`src/hdl/adu_params.svh`:
```
`ifndef ADU_PARAMS_SVH
`define ADU_PARAMS_SVH

// register byte addresses
`define ADU_A_S1_FREQ_HI 5'h00
`define ADU_A_S1_FREQ_MID 5'h01
`define ADU_A_S1_FREQ_LO 5'h02
`define ADU_A_CAP_HI 5'h03
`define ADU_A_CAP_LO 5'h04
`define ADU_A_S1_DIV_CTL 5'h05
`define ADU_A_GEN_CTL 5'h06
`define ADU_A_S2_FREQ_HI 5'h07
`define ADU_A_S2_FREQ_MID 5'h08
`define ADU_A_S2_FREQ_LO 5'h09
`define ADU_A_S2_DIV_CTL 5'h0A
`define ADU_A_CP_CFG_FOUR 5'h0B
`define ADU_A_CP_RX_CFG_FOUR 5'h0C
`define ADU_A_EXT_DIV_CTL 5'h0D
`define ADU_A_SYNC_A_CTL 5'h0E
`define ADU_A_SYNC_B_CTL 5'h0F
`define ADU_A_SMP_CNT_HI 5'h10
`define ADU_A_SMP_CNT_LO 5'h11
`define ADU_A_STATUS 5'h12

// generator control fields
`define ADU_CTL_SRC_A_LSB 0
`define ADU_CTL_SRC_B_LSB 2
`define ADU_CTL_ASYNC_BIT 4
// sync control fields: [3:0] pulse length - 1, [4] polarity
`define ADU_SYNC_POL_BIT 4

// reset values
`define ADU_RST_FREQ 24'hC8_0000
`define ADU_RST_DIV 8'h00
`define ADU_RST_CTL 8'h00
`define ADU_RST_SYNC 8'h00

// synthesizer model: 6.18 fixed point value limits and phase step
`define ADU_N_MIN 24'h60_0000
`define ADU_N_MAX 24'hC8_0000
`define ADU_SYNTH_STEP 24'h18_0000
// bit clocks in one codec frame
`define ADU_FRAME_BITS 8'h40

`endif

```
`src/hdl/adu_pkg.sv`:
```
package adu_pkg;
  // master clock source selection
  typedef enum logic [1:0] {
    ADU_SRC_SYNTH1 = 2'b00,
    ADU_SRC_SYNTH2 = 2'b01,
    ADU_SRC_EXT = 2'b11
  } adu_src_t;

  // frame sync generator states
  typedef enum logic [1:0] {
    ADU_SYNC_IDLE = 2'b00,
    ADU_SYNC_PULSE = 2'b01
  } adu_sync_state_t;
endpackage

```
`src/hdl/adu_top.sv`:
```
`timescale 1ns/1ns
`include "adu_params.svh"
module adu_top (
  input wire logic i_clock,
  input wire logic i_reset_n,
  input wire logic [4:0] i_addr,
  input wire logic [7:0] i_wdata,
  input wire logic i_write,
  input wire logic i_read,
  output logic [7:0] o_rdata,
  input wire logic i_external_master_clock_in,
  input wire logic i_frame_start,
  input wire logic i_pseudo_frame_start,
  input wire logic i_sample_strobe,
  output logic o_master_clock_out_a,
  output logic o_master_clock_out_b,
  output logic o_codec_bit_clock_a,
  output logic o_codec_bit_clock_b,
  output logic o_codec_frame_sync_a,
  output logic o_codec_frame_sync_b
);
  // programmable state
  logic [7:0] freq_hi_r [2];
  logic [7:0] freq_mid_r [2];
  logic [7:0] freq_lo_r [2];
  logic [7:0] div_ctl_r [2];
  logic [7:0] bit_div_r [2];
  logic [7:0] sync_ctl_r [2];
  logic [7:0] gen_ctl_r;
  logic [7:0] ext_div_r;
  logic [15:0] cap_cnt_r;
  logic [15:0] cap_reg_r;
  logic [15:0] smp_cnt_r;
  logic [15:0] smp_reg_r;
  logic ext_prev_r;
  logic [1:0] mst_level_r;
  logic [1:0] mst_ev_r;
  logic [1:0] skip_r;
  adu_pkg::adu_src_t src_applied_r [2];
  adu_pkg::adu_src_t src_req [2];

  // datapath between stages
  logic [1:0] load_freq;
  logic [1:0] syn_ev;
  logic [1:0] m_ev;
  logic [1:0] b_ev;
  logic [1:0] b_level;
  logic i_ev;
  logic ext_edge;
  logic frame_mark;

  // decoding shared by writes of both channels
  function automatic logic hit(input logic [4:0] addr, input logic [4:0] target);
    hit = (addr == target);
  endfunction

  // picks the event stream of one source
  function automatic logic pick_event(input adu_pkg::adu_src_t sel, input logic ev1,
                                      input logic ev2, input logic evx);
    case (sel)
      adu_pkg::ADU_SRC_SYNTH1: pick_event = ev1;
      adu_pkg::ADU_SRC_SYNTH2: pick_event = ev2;
      adu_pkg::ADU_SRC_EXT: pick_event = evx;
      default: pick_event = ev1;
    endcase
  endfunction

  // raw 2-bit select field to a source; the unused code 2'b10 also selects the external clock
  function automatic adu_pkg::adu_src_t to_src(input logic [1:0] raw);
    case (raw)
      2'b01: to_src = adu_pkg::ADU_SRC_SYNTH2;
      2'b10: to_src = adu_pkg::ADU_SRC_EXT;
      2'b11: to_src = adu_pkg::ADU_SRC_EXT;
      default: to_src = adu_pkg::ADU_SRC_SYNTH1;
    endcase
  endfunction

  assign frame_mark = i_frame_start | i_pseudo_frame_start;
  assign ext_edge = i_external_master_clock_in ^ ext_prev_r;

  // async mode forces both master clocks onto the external input
  always_comb begin
    if (gen_ctl_r[`ADU_CTL_ASYNC_BIT]) begin
      src_req[0] = adu_pkg::ADU_SRC_EXT;
      src_req[1] = adu_pkg::ADU_SRC_EXT;
    end else begin
      src_req[0] = to_src(gen_ctl_r[`ADU_CTL_SRC_A_LSB +: 2]);
      src_req[1] = to_src(gen_ctl_r[`ADU_CTL_SRC_B_LSB +: 2]);
    end
  end

  // both level transitions of the external pin are half-period events
  always_ff @(posedge i_clock or negedge i_reset_n) begin
    if (!i_reset_n) begin
      ext_prev_r <= 1'b0;
    end else begin
      ext_prev_r <= i_external_master_clock_in;
    end
  end

  // divide-by-I on the external clock
  adu_clkdiv u_ext_div (
    .i_clock(i_clock),
    .i_reset_n(i_reset_n),
    .i_event(ext_edge),
    .i_ratio(ext_div_r[3:0]),
    .o_event(i_ev),
    .o_level()
  );

  genvar ch;
  generate
    for (ch = 0; ch < 2; ch++) begin : g_chan
      adu_pkg::adu_sync_state_t sync_state_r;
      logic [7:0] bit_idx_r;
      logic [3:0] pulse_cnt_r;
      logic sync_out_r;
      logic bit_rise;

      // loads only on the low byte write, so a half-written value never runs
      assign load_freq[ch] = i_write &&
        hit(i_addr, (ch == 0) ? `ADU_A_S1_FREQ_LO : `ADU_A_S2_FREQ_LO);

      adu_synth u_synth (
        .i_clock(i_clock),
        .i_reset_n(i_reset_n),
        .i_load(load_freq[ch]),
        .i_value({freq_hi_r[ch], freq_mid_r[ch], i_wdata}),
        .o_event(syn_ev[ch])
      );

      // divide-by-M after each synthesizer
      adu_clkdiv u_m_div (
        .i_clock(i_clock),
        .i_reset_n(i_reset_n),
        .i_event(syn_ev[ch]),
        .i_ratio(div_ctl_r[ch][3:0]),
        .o_event(m_ev[ch]),
        .o_level()
      );

      // bit clock divider, ratio field + 1
      adu_clkdiv u_b_div (
        .i_clock(i_clock),
        .i_reset_n(i_reset_n),
        .i_event(mst_ev_r[ch]),
        .i_ratio({1'b0, bit_div_r[ch][2:0]}),
        .o_event(b_ev[ch]),
        .o_level(b_level[ch])
      );

      assign bit_rise = b_ev[ch] & b_level[ch];

      // master clock mux; after a source change the first new event is skipped so
      // the current level lasts at least one full half-period of the new source
      always_ff @(posedge i_clock or negedge i_reset_n) begin
        if (!i_reset_n) begin
          src_applied_r[ch] <= adu_pkg::ADU_SRC_SYNTH1;
          skip_r[ch] <= 1'b0;
          mst_level_r[ch] <= 1'b0;
          mst_ev_r[ch] <= 1'b0;
        end else begin
          mst_ev_r[ch] <= 1'b0;
          if (src_req[ch] != src_applied_r[ch]) begin
            src_applied_r[ch] <= src_req[ch];
            skip_r[ch] <= 1'b1;
          end else if (pick_event(src_applied_r[ch], m_ev[0], m_ev[1], i_ev)) begin
            if (skip_r[ch]) begin
              skip_r[ch] <= 1'b0;
            end else begin
              mst_level_r[ch] <= ~mst_level_r[ch];
              mst_ev_r[ch] <= 1'b1;
            end
          end
        end
      end

      // frame sync: pulse of programmed bit-clock length at frame start
      always_ff @(posedge i_clock or negedge i_reset_n) begin
        if (!i_reset_n) begin
          sync_state_r <= adu_pkg::ADU_SYNC_IDLE;
          bit_idx_r <= 8'h00;
          pulse_cnt_r <= 4'h0;
          sync_out_r <= 1'b0;
        end else begin
          if (bit_rise) begin
            if (bit_idx_r >= `ADU_FRAME_BITS - 8'h01) begin
              bit_idx_r <= 8'h00;
            end else begin
              bit_idx_r <= bit_idx_r + 8'h01;
            end
            case (sync_state_r)
              adu_pkg::ADU_SYNC_IDLE: begin
                if (bit_idx_r == 8'h00) begin
                  sync_state_r <= adu_pkg::ADU_SYNC_PULSE;
                  pulse_cnt_r <= sync_ctl_r[ch][3:0];
                end
              end
              adu_pkg::ADU_SYNC_PULSE: begin
                if (pulse_cnt_r == 4'h0) begin
                  sync_state_r <= adu_pkg::ADU_SYNC_IDLE;
                end else begin
                  pulse_cnt_r <= pulse_cnt_r - 4'h1;
                end
              end
              default: sync_state_r <= adu_pkg::ADU_SYNC_IDLE;
            endcase
          end
          // polarity bit inverts the active level
          sync_out_r <= (sync_state_r == adu_pkg::ADU_SYNC_PULSE) ^
                        sync_ctl_r[ch][`ADU_SYNC_POL_BIT];
        end
      end

      if (ch == 0) begin : g_out_a
        assign o_codec_frame_sync_a = sync_out_r;
      end else begin : g_out_b
        assign o_codec_frame_sync_b = sync_out_r;
      end
    end
  endgenerate

  // master and bit clock outputs are flops
  assign o_master_clock_out_a = mst_level_r[0];
  assign o_master_clock_out_b = mst_level_r[1];
  assign o_codec_bit_clock_a = b_level[0];
  assign o_codec_bit_clock_b = b_level[1];

  // register writes
  always_ff @(posedge i_clock or negedge i_reset_n) begin
    if (!i_reset_n) begin
      for (int i = 0; i < 2; i++) begin
        freq_hi_r[i] <= 8'(`ADU_RST_FREQ >> 16);
        freq_mid_r[i] <= 8'(`ADU_RST_FREQ >> 8);
        freq_lo_r[i] <= 8'(`ADU_RST_FREQ);
        div_ctl_r[i] <= `ADU_RST_DIV;
        bit_div_r[i] <= `ADU_RST_DIV;
        sync_ctl_r[i] <= `ADU_RST_SYNC;
      end
      gen_ctl_r <= `ADU_RST_CTL;
      ext_div_r <= `ADU_RST_DIV;
    end else if (i_write) begin
      case (i_addr)
        `ADU_A_S1_FREQ_HI: freq_hi_r[0] <= i_wdata;
        `ADU_A_S1_FREQ_MID: freq_mid_r[0] <= i_wdata;
        `ADU_A_S1_FREQ_LO: freq_lo_r[0] <= i_wdata;
        `ADU_A_S1_DIV_CTL: div_ctl_r[0] <= i_wdata;
        `ADU_A_GEN_CTL: gen_ctl_r <= i_wdata;
        `ADU_A_S2_FREQ_HI: freq_hi_r[1] <= i_wdata;
        `ADU_A_S2_FREQ_MID: freq_mid_r[1] <= i_wdata;
        `ADU_A_S2_FREQ_LO: freq_lo_r[1] <= i_wdata;
        `ADU_A_S2_DIV_CTL: div_ctl_r[1] <= i_wdata;
        `ADU_A_CP_CFG_FOUR: bit_div_r[0] <= i_wdata;
        `ADU_A_CP_RX_CFG_FOUR: bit_div_r[1] <= i_wdata;
        `ADU_A_EXT_DIV_CTL: ext_div_r <= i_wdata;
        `ADU_A_SYNC_A_CTL: sync_ctl_r[0] <= i_wdata;
        `ADU_A_SYNC_B_CTL: sync_ctl_r[1] <= i_wdata;
        default: ;
      endcase
    end
  end

  // capture counter runs on rising edges of master clock a
  always_ff @(posedge i_clock or negedge i_reset_n) begin
    if (!i_reset_n) begin
      cap_cnt_r <= 16'h0000;
    end else if (mst_ev_r[0] && mst_level_r[0]) begin
      cap_cnt_r <= cap_cnt_r + 16'h0001;
    end
  end

  // capture register holds until the next frame mark
  always_ff @(posedge i_clock or negedge i_reset_n) begin
    if (!i_reset_n) begin
      cap_reg_r <= 16'h0000;
    end else if (frame_mark) begin
      cap_reg_r <= cap_cnt_r;
    end
  end

  // sample count between frame marks; a strobe on the mark starts the next frame
  always_ff @(posedge i_clock or negedge i_reset_n) begin
    if (!i_reset_n) begin
      smp_cnt_r <= 16'h0000;
      smp_reg_r <= 16'h0000;
    end else if (frame_mark) begin
      smp_reg_r <= smp_cnt_r;
      smp_cnt_r <= {15'h0000, i_sample_strobe};
    end else if (i_sample_strobe) begin
      smp_cnt_r <= smp_cnt_r + 16'h0001;
    end
  end

  // read data one cycle after the strobe, zero otherwise and for holes
  always_ff @(posedge i_clock or negedge i_reset_n) begin
    if (!i_reset_n) begin
      o_rdata <= 8'h00;
    end else if (i_read) begin
      case (i_addr)
        `ADU_A_S1_FREQ_HI: o_rdata <= freq_hi_r[0];
        `ADU_A_S1_FREQ_MID: o_rdata <= freq_mid_r[0];
        `ADU_A_S1_FREQ_LO: o_rdata <= freq_lo_r[0];
        `ADU_A_CAP_HI: o_rdata <= cap_reg_r[15:8];
        `ADU_A_CAP_LO: o_rdata <= cap_reg_r[7:0];
        `ADU_A_S1_DIV_CTL: o_rdata <= div_ctl_r[0];
        `ADU_A_GEN_CTL: o_rdata <= gen_ctl_r;
        `ADU_A_S2_FREQ_HI: o_rdata <= freq_hi_r[1];
        `ADU_A_S2_FREQ_MID: o_rdata <= freq_mid_r[1];
        `ADU_A_S2_FREQ_LO: o_rdata <= freq_lo_r[1];
        `ADU_A_S2_DIV_CTL: o_rdata <= div_ctl_r[1];
        `ADU_A_CP_CFG_FOUR: o_rdata <= bit_div_r[0];
        `ADU_A_CP_RX_CFG_FOUR: o_rdata <= bit_div_r[1];
        `ADU_A_EXT_DIV_CTL: o_rdata <= ext_div_r;
        `ADU_A_SYNC_A_CTL: o_rdata <= sync_ctl_r[0];
        `ADU_A_SYNC_B_CTL: o_rdata <= sync_ctl_r[1];
        `ADU_A_SMP_CNT_HI: o_rdata <= smp_reg_r[15:8];
        `ADU_A_SMP_CNT_LO: o_rdata <= smp_reg_r[7:0];
        `ADU_A_STATUS: o_rdata <= {2'b00, skip_r, src_applied_r[1], src_applied_r[0]};
        default: o_rdata <= 8'h00;
      endcase
    end else begin
      o_rdata <= 8'h00;
    end
  end
endmodule // adu_top

```
`src/hdl/adu_clkdiv.sv`:
```
`timescale 1ns/1ns
// divides a stream of half-period events by 1..16; output keeps 50% duty
module adu_clkdiv (
  input wire logic i_clock,
  input wire logic i_reset_n,
  input wire logic i_event,
  input wire logic [3:0] i_ratio,
  output logic o_event,
  output logic o_level
);
  logic [3:0] count_r;
  logic [3:0] ratio_r;

  // new ratio is taken only at a half-period boundary, so no runt pulse
  always_ff @(posedge i_clock or negedge i_reset_n) begin
    if (!i_reset_n) begin
      count_r <= 4'h0;
      ratio_r <= 4'h0;
      o_event <= 1'b0;
      o_level <= 1'b0;
    end else begin
      o_event <= 1'b0;
      if (i_event) begin
        if (count_r >= ratio_r) begin
          count_r <= 4'h0;
          ratio_r <= i_ratio;
          o_event <= 1'b1;
          o_level <= ~o_level;
        end else begin
          count_r <= count_r + 4'h1;
        end
      end
    end
  end
endmodule // adu_clkdiv

```
`src/hdl/adu_synth.sv`:
```
`timescale 1ns/1ns
`include "adu_params.svh"
// fractional synthesizer model: half-period events at a rate of step/N per cycle
module adu_synth (
  input wire logic i_clock,
  input wire logic i_reset_n,
  input wire logic i_load,
  input wire logic [23:0] i_value,
  output logic o_event
);
  logic [23:0] n_r;
  logic [24:0] acc_r;
  logic [24:0] sum;
  logic [23:0] n_clamped;

  // values outside 24..50 are held at the nearest limit
  always_comb begin
    if (i_value < `ADU_N_MIN) begin
      n_clamped = `ADU_N_MIN;
    end else if (i_value > `ADU_N_MAX) begin
      n_clamped = `ADU_N_MAX;
    end else begin
      n_clamped = i_value;
    end
  end

  assign sum = acc_r + {1'b0, `ADU_SYNTH_STEP};

  // phase accumulator; a reload keeps the phase so the output does not jump
  always_ff @(posedge i_clock or negedge i_reset_n) begin
    if (!i_reset_n) begin
      n_r <= `ADU_RST_FREQ;
      acc_r <= 25'h000_0000;
      o_event <= 1'b0;
    end else begin
      if (i_load) begin
        n_r <= n_clamped;
      end
      if (sum >= {1'b0, n_r}) begin
        acc_r <= sum - {1'b0, n_r};
        o_event <= 1'b1;
      end else begin
        acc_r <= sum;
        o_event <= 1'b0;
      end
    end
  end
endmodule // adu_synth

```
`config.mk`:
```
export PLATFORM = sky130hd
export DESIGN_NAME = adu_top
export DESIGN_NICKNAME = d
export VERILOG_FILES = /design/src/hdl/adu_pkg.sv /design/src/hdl/adu_top.sv /design/src/hdl/adu_clkdiv.sv /design/src/hdl/adu_synth.sv
export VERILOG_INCLUDE_DIRS = /design/src /design/src/hdl
export SDC_FILE = /design/constraint.sdc
export NUM_CORES = 1
export LEC_CHECK = 0
export BUFFER_PORTS_ARGS = -buffer_cell sky130_fd_sc_hd__buf_2
export CAP_MARGIN = 5
export CELL_PAD_IN_SITES_DETAIL_PLACEMENT = 0
export CELL_PAD_IN_SITES_GLOBAL_PLACEMENT = 1
export CORE_MARGIN = 1.5
export CORE_UTILIZATION = 55
export CTS_BUF_LIST = sky130_fd_sc_hd__clkbuf_8 sky130_fd_sc_hd__clkbuf_16
export CTS_CLUSTER_SIZE = 10
export DETAILED_ROUTE_END_ITERATION = 10
export GPL_TIMING_DRIVEN = 0
export PLACE_DENSITY_LB_ADDON = 0.1
export SLEW_MARGIN = 15
export SYNTH_ARGS = -nofsm -noshare
export SYNTH_HDL_FRONTEND = slang
export SYNTH_HIERARCHICAL = 1
export SYNTH_SLANG_ARGS = --single-unit
```
`constraint.sdc`:
```
create_clock -name i_clock -period 6.3 [get_ports i_clock]
set_clock_uncertainty 0.15 [all_clocks]
set_input_delay 0.315 -clock i_clock [delete_from_list [all_inputs] [get_ports i_clock]]
set_output_delay 0.315 -clock i_clock [all_outputs]
set_load 0.02 [all_outputs]
```
==> results of run 1 <==
## layer usage
metal,track usage,wire length [µm]
met3,0.0496,3070
met4,0.0891,1460
met2,0.454,23800
met5,0,0
met1,0.402,24200
## area by class of cell
| class | instances | area (µm²) | area share |
|---|---|---|---|
| sequential | 370 | 9270 | 0.417 |
| multi-input combinational | 1354 | 9990 | 0.449 |
| antenna | 1 | 2.50 | 0.000113 |
| inverter | 125 | 469 | 0.0211 |
| clock buffer | 48 | 1170 | 0.0525 |
| buffer | 70 | 348 | 0.0157 |
| timing repair buffer | 41 | 313 | 0.0141 |
| clock inverter | 19 | 86.3 | 0.00388 |
| tap | 461 | 577 | 0.0260 |
## state kept, by name (all words and copies together) (netlist names), 8 cells and up
| name | count |
|---|---|
| gen_ctl_r | 8 |
| ext_div_r | 8 |
| bit_div_r | 16 |
| cap_reg_r | 16 |
| g_chan.pulse_cnt_r | 8 |
| freq_lo_r | 16 |
| cap_cnt_r | 16 |
| smp_cnt_r | 16 |
| g_chan.u_b_div/ratio_r | 8 |
| smp_reg_r | 16 |
| g_chan.u_b_div/count_r | 8 |
| freq_hi_r | 16 |
| sync_ctl_r | 16 |
| g_chan.u_m_div/count_r | 8 |
| g_chan.bit_idx_r | 16 |
| g_chan.u_m_div/ratio_r | 8 |
| div_ctl_r | 16 |
| g_chan.u_synth/acc_r | 50 |
| freq_mid_r | 16 |
| o_rdata | 8 |
| g_chan.u_synth/n_r | 48 |
## cells in the final DEF (no fill, tap or decap), types with 24 or more instances in the layout
| master | count |
|---|---|
| clkbuf_1 | 35 |
| xor2_1 | 44 |
| nand3_1 | 38 |
| xnor2_1 | 37 |
| nor3_1 | 29 |
| inv_1 | 138 |
| nor2_1 | 92 |
| a22o_1 | 29 |
| nand4_1 | 28 |
| o21ai_0 | 72 |
| mux2_4 | 48 |
| mux2i_1 | 25 |
| dfrtp_1 | 358 |
| buf_2 | 51 |
| a21oi_1 | 72 |
| mux2_2 | 120 |
| a31oi_1 | 24 |
| nand2_1 | 248 |
| ha_1 | 83 |
| and3_1 | 24 |
| clkbuf_16 | 45 |
## power by group through the flow
stage	combinational [mW]	clock (mW)	sequential [mW]
final	5.20	2.26	3.48
after CTS	5.21	2.31	3.47
after floorplan	4.16	0	3.35
after global placement	5.06	0	3.48
after detailed placement	5.18	0	3.50
after global routing	5.75	2.40	3.54
## worst register-to-register path, stage by stage (launching register included)
cell	delay, ns
dfrtp_1	0.38
inv_1	0.09
ha_1	0.23
xnor2_1	0.22
ha_1	0.27
clkbuf_1	0.22
and3_4	0.26
and3_4	0.20
nand2_1	0.07
o211ai_2	0.10
a21oi_4	0.36
buf_6	0.25
mux2_4	0.32
## worst min path at each step
| stage | end | cells after the start |
|---|---|---|
| after CTS | cap_reg_r[13] | 3 |
| final | cap_reg_r[13] | 3 |
| after global placement | ext_prev_r | 1 |
| after global routing | g_chan[1].u_synth/n_r[4] | 3 |
| after detailed placement | g_chan[1].u_b_div/o_level | 1 |
| after floorplan | bit_div_r[0] | 0 |
## repair_timing
action                                 4_1_cts  5_1_grt
resized for setup                            0        0
hold buffers                                 6        0
endpoints found under the hold margin       87        0
==> reports/qor.csv, run 1 <==
stage;metric;value;unit
clock_network;cts_buffers;44;
worst_hold_path;hold_class;primary input to register;
critical_path;critPathBufInv;7;
power;peakVddDrop;0.000365;V
clock_network;cts_buffer_depth;3;
power;internal_power;6.77;mW
routing;routedWlPerCell;21.1;µm
power;comb_power_share;0.476;
power;power;10.9;mW
global_routing;grt_pass1_vias;15000;
power;p_seq_frac;0.318;
power;p_leak;10.3;nW
timing;relSlewSlack;0.315;
clock_network;cts_tree;built;
synth;netlist_instances;1918;
power;p_sw;4.16;mW
placement;portBuffers;32;
clock_network;clk_latency;0.56;ns
final_layout;drive_above_1_share;0.178;
critical_path;worst-path-stages;11;
final_layout;final_cell_area;0.0222;mm²
synth;netlist_area;0.0201;mm²
critical_path;rr_endpoint;g_chan[1].u_synth/acc_r[21];
global_routing;grt_first_pass_wirelength;84500;µm
timing;worst_pin_slew;1.02;ns
critical_path;r2r_cells;12;
final_layout;areaGrowthSynthToFinish;10.7;%
synth;syn-mean-instance-area;10.5;µm²
global_routing;grt_overflow;0;
synth;synth_warnings;6;
clock_network;clock_sinks;370;
critical_path;required;6.64;ns
floorplanning;die_x;194;µm
routing;vias_per_cell;6.02;
timing;hold_ws;-0.00236;ns
power;switching_share;0.381;
final_layout;nFillCells;3042;
floorplanning;die_y;194;µm
clock_network;post_cts.repair.setup_buffers;0;
critical_path;slowest_delay;0.69;ns
timing;setup_viol;0;
routing;wirelength;52500;µm
run_status;violations;design-rule violations, negative hold slack;
routing;ant_nets;0;
floorplanning;io_pins;35;
critical_path;worstSetupStartpointType;primary input;
timing;hold_viol;1;
timing;worst_slack;3.04;ns
clock_network;cts-root-buf;clkbuf_16;
global_routing;grtUsageTotal;0.286;
job;max_cap_violations;0;
critical_path;cpMaxStageDelayCell;a311oi_2;
power;p_clk_frac;0.206;
critical_path;cp.arrival;3.60;ns
clock_network;path_clk_slew;0.05;ns
critical_path;path_delay_family;buffers and inverters;
final_layout;nets;2112;
timing;period_needed;3.26;ns
critical_path;endpoint;g_chan[0].u_synth/n_r[10];
critical_path;ff2ff_setup_slack;3.08;ns
routing;drc;8;
floorplanning;die_area;0.0377;mm²
routing;dr.pass1.iters;10;
run_status;status;finished with violations;
timing;rsz0062_at_grt;no;
timing;tns;0;ns
global_routing;grt_max_degree;106;
placement;dpl_cell_area;0.0209;mm²
critical_path;worstPathCellList;buf_2 -> buf_2 -> buf_2 -> nor2_1 -> nand2_1 -> inv_1 -> clkbuf_1 -> inv_1 -> a311oi_2 -> buf_4 -> a22o_1;
global_routing;antenna_found_initial;1;
floorplanning;core_area;0.0357;mm²
final_layout;final_cells;2489;
placement;placed_cells;2415;
timing;layout_worst_path_cycle_share;0.517;
placement;gp_congestion;0.978;
floorplanning;start_util;0.562;
critical_path;rr_startpoint;g_chan[1].u_synth/acc_r[19];
power;power_per_cell_area;492;mW/mm²
routing;drt_iter0_drc;896;
critical_path;worstPathMaxFanout;10;
critical_path;endpoint_kind;register;
timing;clock.fmax;307;MHz
timing;drv_slew;0;
critical_path;crit_path_frequent_cell;buf_2;
final_layout;final_core_utilization;0.622;
floorplanning;num_rows;69;
routing;num_vias;15000;
placement;preCtsSetupSlack;2.54;ns
placement;dp_hpwl;38300;µm
clock_network;htree_levels;2;
worst_hold_path;min_from;i_pseudo_frame_start;
critical_path;critPathKind;primary input to register;
critical_path;cp-startpoint;i_addr[3];
Power figures use the tool's default switching activity.
==> inputs of run 2 (changes only) <==
CORE_UTILIZATION = 46   (was 55)
clock period = 2.7 ns   (was 6.3 ns; I/O delays follow)
==> reports/qor.csv, run 2 (synthesized netlist as in run 1, its figures left out) <==
stage;metric;value;unit;change
power;power_per_cell_area;1240;mW/mm²;+150%
final_layout;largest_reg_flops;50;;unchanged
critical_path;rr_startpoint;g_chan[1].u_synth/acc_r[0];;
critical_path;cpMaxStageDelayCell;dfrtp_1;;
final_layout;layout_common_cells;dfrtp_1, nand2_1, inv_1;;
global_routing;grt_max_degree;94;;-11%
clock_network;cts_buffer_depth;3;;unchanged
floorplanning;die_x;212;µm;+9.2%
timing;tns;-0.116;ns;-0.116 ns
clock_network;cts_tree;built;;
floorplanning;die_y;212;µm;+9.2%
routing;vias_per_cell;5.70;;-5.3%
final_layout;nets;2188;;+3.6%
routing;wirelength;56400;µm;+7.5%
critical_path;critPathKind;register to register;;
routing;drt_iter0_drc;1110;;+24%
final_layout;final_cell_area;0.0238;mm²;+7.1%
final_layout;largestRegisters;g_chan.u_synth/acc_r (50), g_chan.u_synth/n_r (48);;
power;p_sw;11.0;mW;+160%
floorplanning;die_area;0.0449;mm²;+19%
clock_network;path_clk_slew;0.05;ns;about the same
critical_path;slowest_delay;0.38;ns;-0.31 ns
floorplanning;core_area;0.0431;mm²;+21%
clock_network;clk_latency;0.58;ns;+0.02 ns
critical_path;worstSetupStartpointType;register;;
timing;hold_viol;0;;-1
timing;worst_pin_slew;1.03;ns;+0.00949 ns
clock_network;clock_sinks;370;;unchanged
global_routing;grt_pass1_vias;15400;;+2.5%
timing;worst_slack;-0.0543;ns;-3.10 ns
placement;dpl_cell_area;0.0211;mm²;+1.1%
critical_path;cp.arrival;3.05;ns;-0.55 ns
power;internal_power;18.5;mW;+170%
timing;clock.fmax;363;MHz;
routing;num_vias;15300;;+2.2%
floorplanning;io_pins;35;;unchanged
critical_path;crit_path_frequent_cell;inv_2;;
critical_path;required;3.00;ns;-3.64 ns
critical_path;worstPathMaxFanout;4;;-6
timing;relSlewSlack;0.309;;-0.00637
final_layout;areaGrowthSynthToFinish;18.6;%;
final_layout;final_cells;2686;;+7.9%
final_layout;final_common_cell;dfrtp_1;;
critical_path;endpoint_kind;register;;
timing;rsz0062_at_grt;yes;;
power;peakVddDrop;0.000952;V;+160%
routing;drc;0;;-8
final_layout;regMostFlops;g_chan.u_synth/acc_r;;
placement;portBuffers;32;;unchanged
power;power;29.5;mW;+170%
run_status;violations;negative setup slack;;
global_routing;grtUsageTotal;0.256;;-0.0300
global_routing;grt_first_pass_wirelength;88400;µm;+4.6%
placement;dp_hpwl;39800;µm;+3.9%
timing;hold_ws;0.0158;ns;+0.0181 ns
power;p_leak;10.9;nW;+5.2%
timing;layout_worst_path_cycle_share;1.02;;
timing;period_needed;2.75;ns;
routing;ant_nets;0;;unchanged
run_status;status;finished with violations;;
routing;routedWlPerCell;21.0;µm;-0.42%
power;comb_power_share;0.531;;+0.055
critical_path;worstPathCellList;inv_2 -> ha_4 -> inv_2 -> fa_2 -> a21o_1 -> a221o_1 -> or4b_4 -> o311ai_4 -> o31ai_4 -> xnor2_1 -> mux2_2;;
placement;placed_cells;2540;;+5.2%
power;switching_share;0.373;;-0.00786
power;p_clk_frac;0.192;;-0.014
clock_network;cts_buffers;45;;+2.3%
global_routing;antenna_found_initial;1;;unchanged
floorplanning;start_util;0.466;;-0.0956
final_layout;nFillCells;3808;;+25%
routing;dr.pass1.iters;5;;-5
timing;setup_viol;5;;+5
timing;drv_slew;0;;unchanged
critical_path;cp-startpoint;g_chan[1].u_synth/acc_r[0];;
clock_network;htree_levels;2;;unchanged
worst_hold_path;min_from;i_pseudo_frame_start;;
placement;gp_congestion;0.939;;-4.0%
clock_network;cts-root-buf;clkbuf_16;;
global_routing;grt_overflow;0;;unchanged
job;max_cap_violations;0;;unchanged
power;p_seq_frac;0.277;;-0.041
final_layout;n_antenna_cell;0;;-1
final_layout;drive_above_1_share;0.246;;+0.0680
floorplanning;num_rows;76;;+10%
worst_hold_path;hold_class;primary input to register;;
-- run 2: cell count changes in the layout (fill, tap and decap cells not counted), sizes merged --
cell | previous run | this run
clkbuf | 83 | 87
clkinv | 2 | 5
dlygate4sd3 | 6 | 15
buf | 70 | 134
bufinv | 0 | 2
diode | 1 | 0
inv | 141 | 134
clkinvlp | 1 | 0
-- run 2: metrics by stage --
stage / utilization / worst slack (ns)
floorplan: - / 0.00883
CTS: 0.541 / -0.136
finish: 0.552 / -0.0543
detailed placement: 0.491 / -0.863
global placement: 0.488 / -6.06
global route: 0.552 / -0.153
-- run 2: critical path: cells and delay by family, from the launching register on --
kind,cells,cell delay [ns]
muxes,1,0.25
adders and majority gates,2,0.46
buffers and inverters,2,0.11
and+or+nand+nor,1,0.25
AOI/OAI and AO/OA,4,0.94
xor gates and xnor gates,1,0.08
DFF,1,0.38
-- run 2: area by class of cell --
class / instances / area [µm²] / share of cell area
plain buffers: 70 / 395 / 0.0166
repair buffers: 116 / 1040 / 0.0438
clock buffers: 50 / 1210 / 0.0507
clock inverters: 16 / 129 / 0.00542
flip-flops and latches: 370 / 9280 / 0.390
inverters: 125 / 472 / 0.0198
multi-input cells: 1354 / 10500 / 0.443
well taps: 585 / 732 / 0.0308
-- run 2: power groups by stage --
stage          clock [mW]  sequential [mW]  combinational [mW]
2_1_floorplan           0             7.82                9.84
3_3_place_gp            0             8.15                12.0
3_5_place_dp            0             8.19                12.2
4_1_cts              5.80             8.12                14.0
5_1_grt              6.01             8.32                17.0
6_report             5.65             8.16                15.7
-- run 2: final timing paths --
path	to	slack [ns]	cells after the start
worst max-delay path	g_chan[1].u_synth/acc_r[18]	-0.05	11
worst min-delay path	smp_reg_r[15]	0.02	5
worst max register to register	g_chan[1].u_synth/acc_r[18]	-0.05	11
worst min register to register	cap_cnt_r[15]	0.32	1
max in group asynchronous	g_chan[0].u_synth/n_r[23]	0.95	5
min in group asynchronous	g_chan[0].u_synth/acc_r[15]	0.37	3
-- run 2: metal layers --
metal	GRT usage	wire length [µm]	up-vias
li1	-	-	7203
met1	0.362	26300	7583
met2	0.401	25400	428
met3	0.0371	2940	97
met4	0.0919	1700	2
met5	0	15	-
-- run 2: repair_timing --
| action | in CTS | in global routing |
|---|---|---|
| resized for setup | 64 | 63 |
| buffers inserted | 48 | 17 |
| pin swaps | 32 | 32 |
| hold buffers | 16 | 0 |
| cloned | 1 | 2 |
| setup endpoints to repair | 80 | 71 |
| hold endpoints to repair | 266 | 0 |
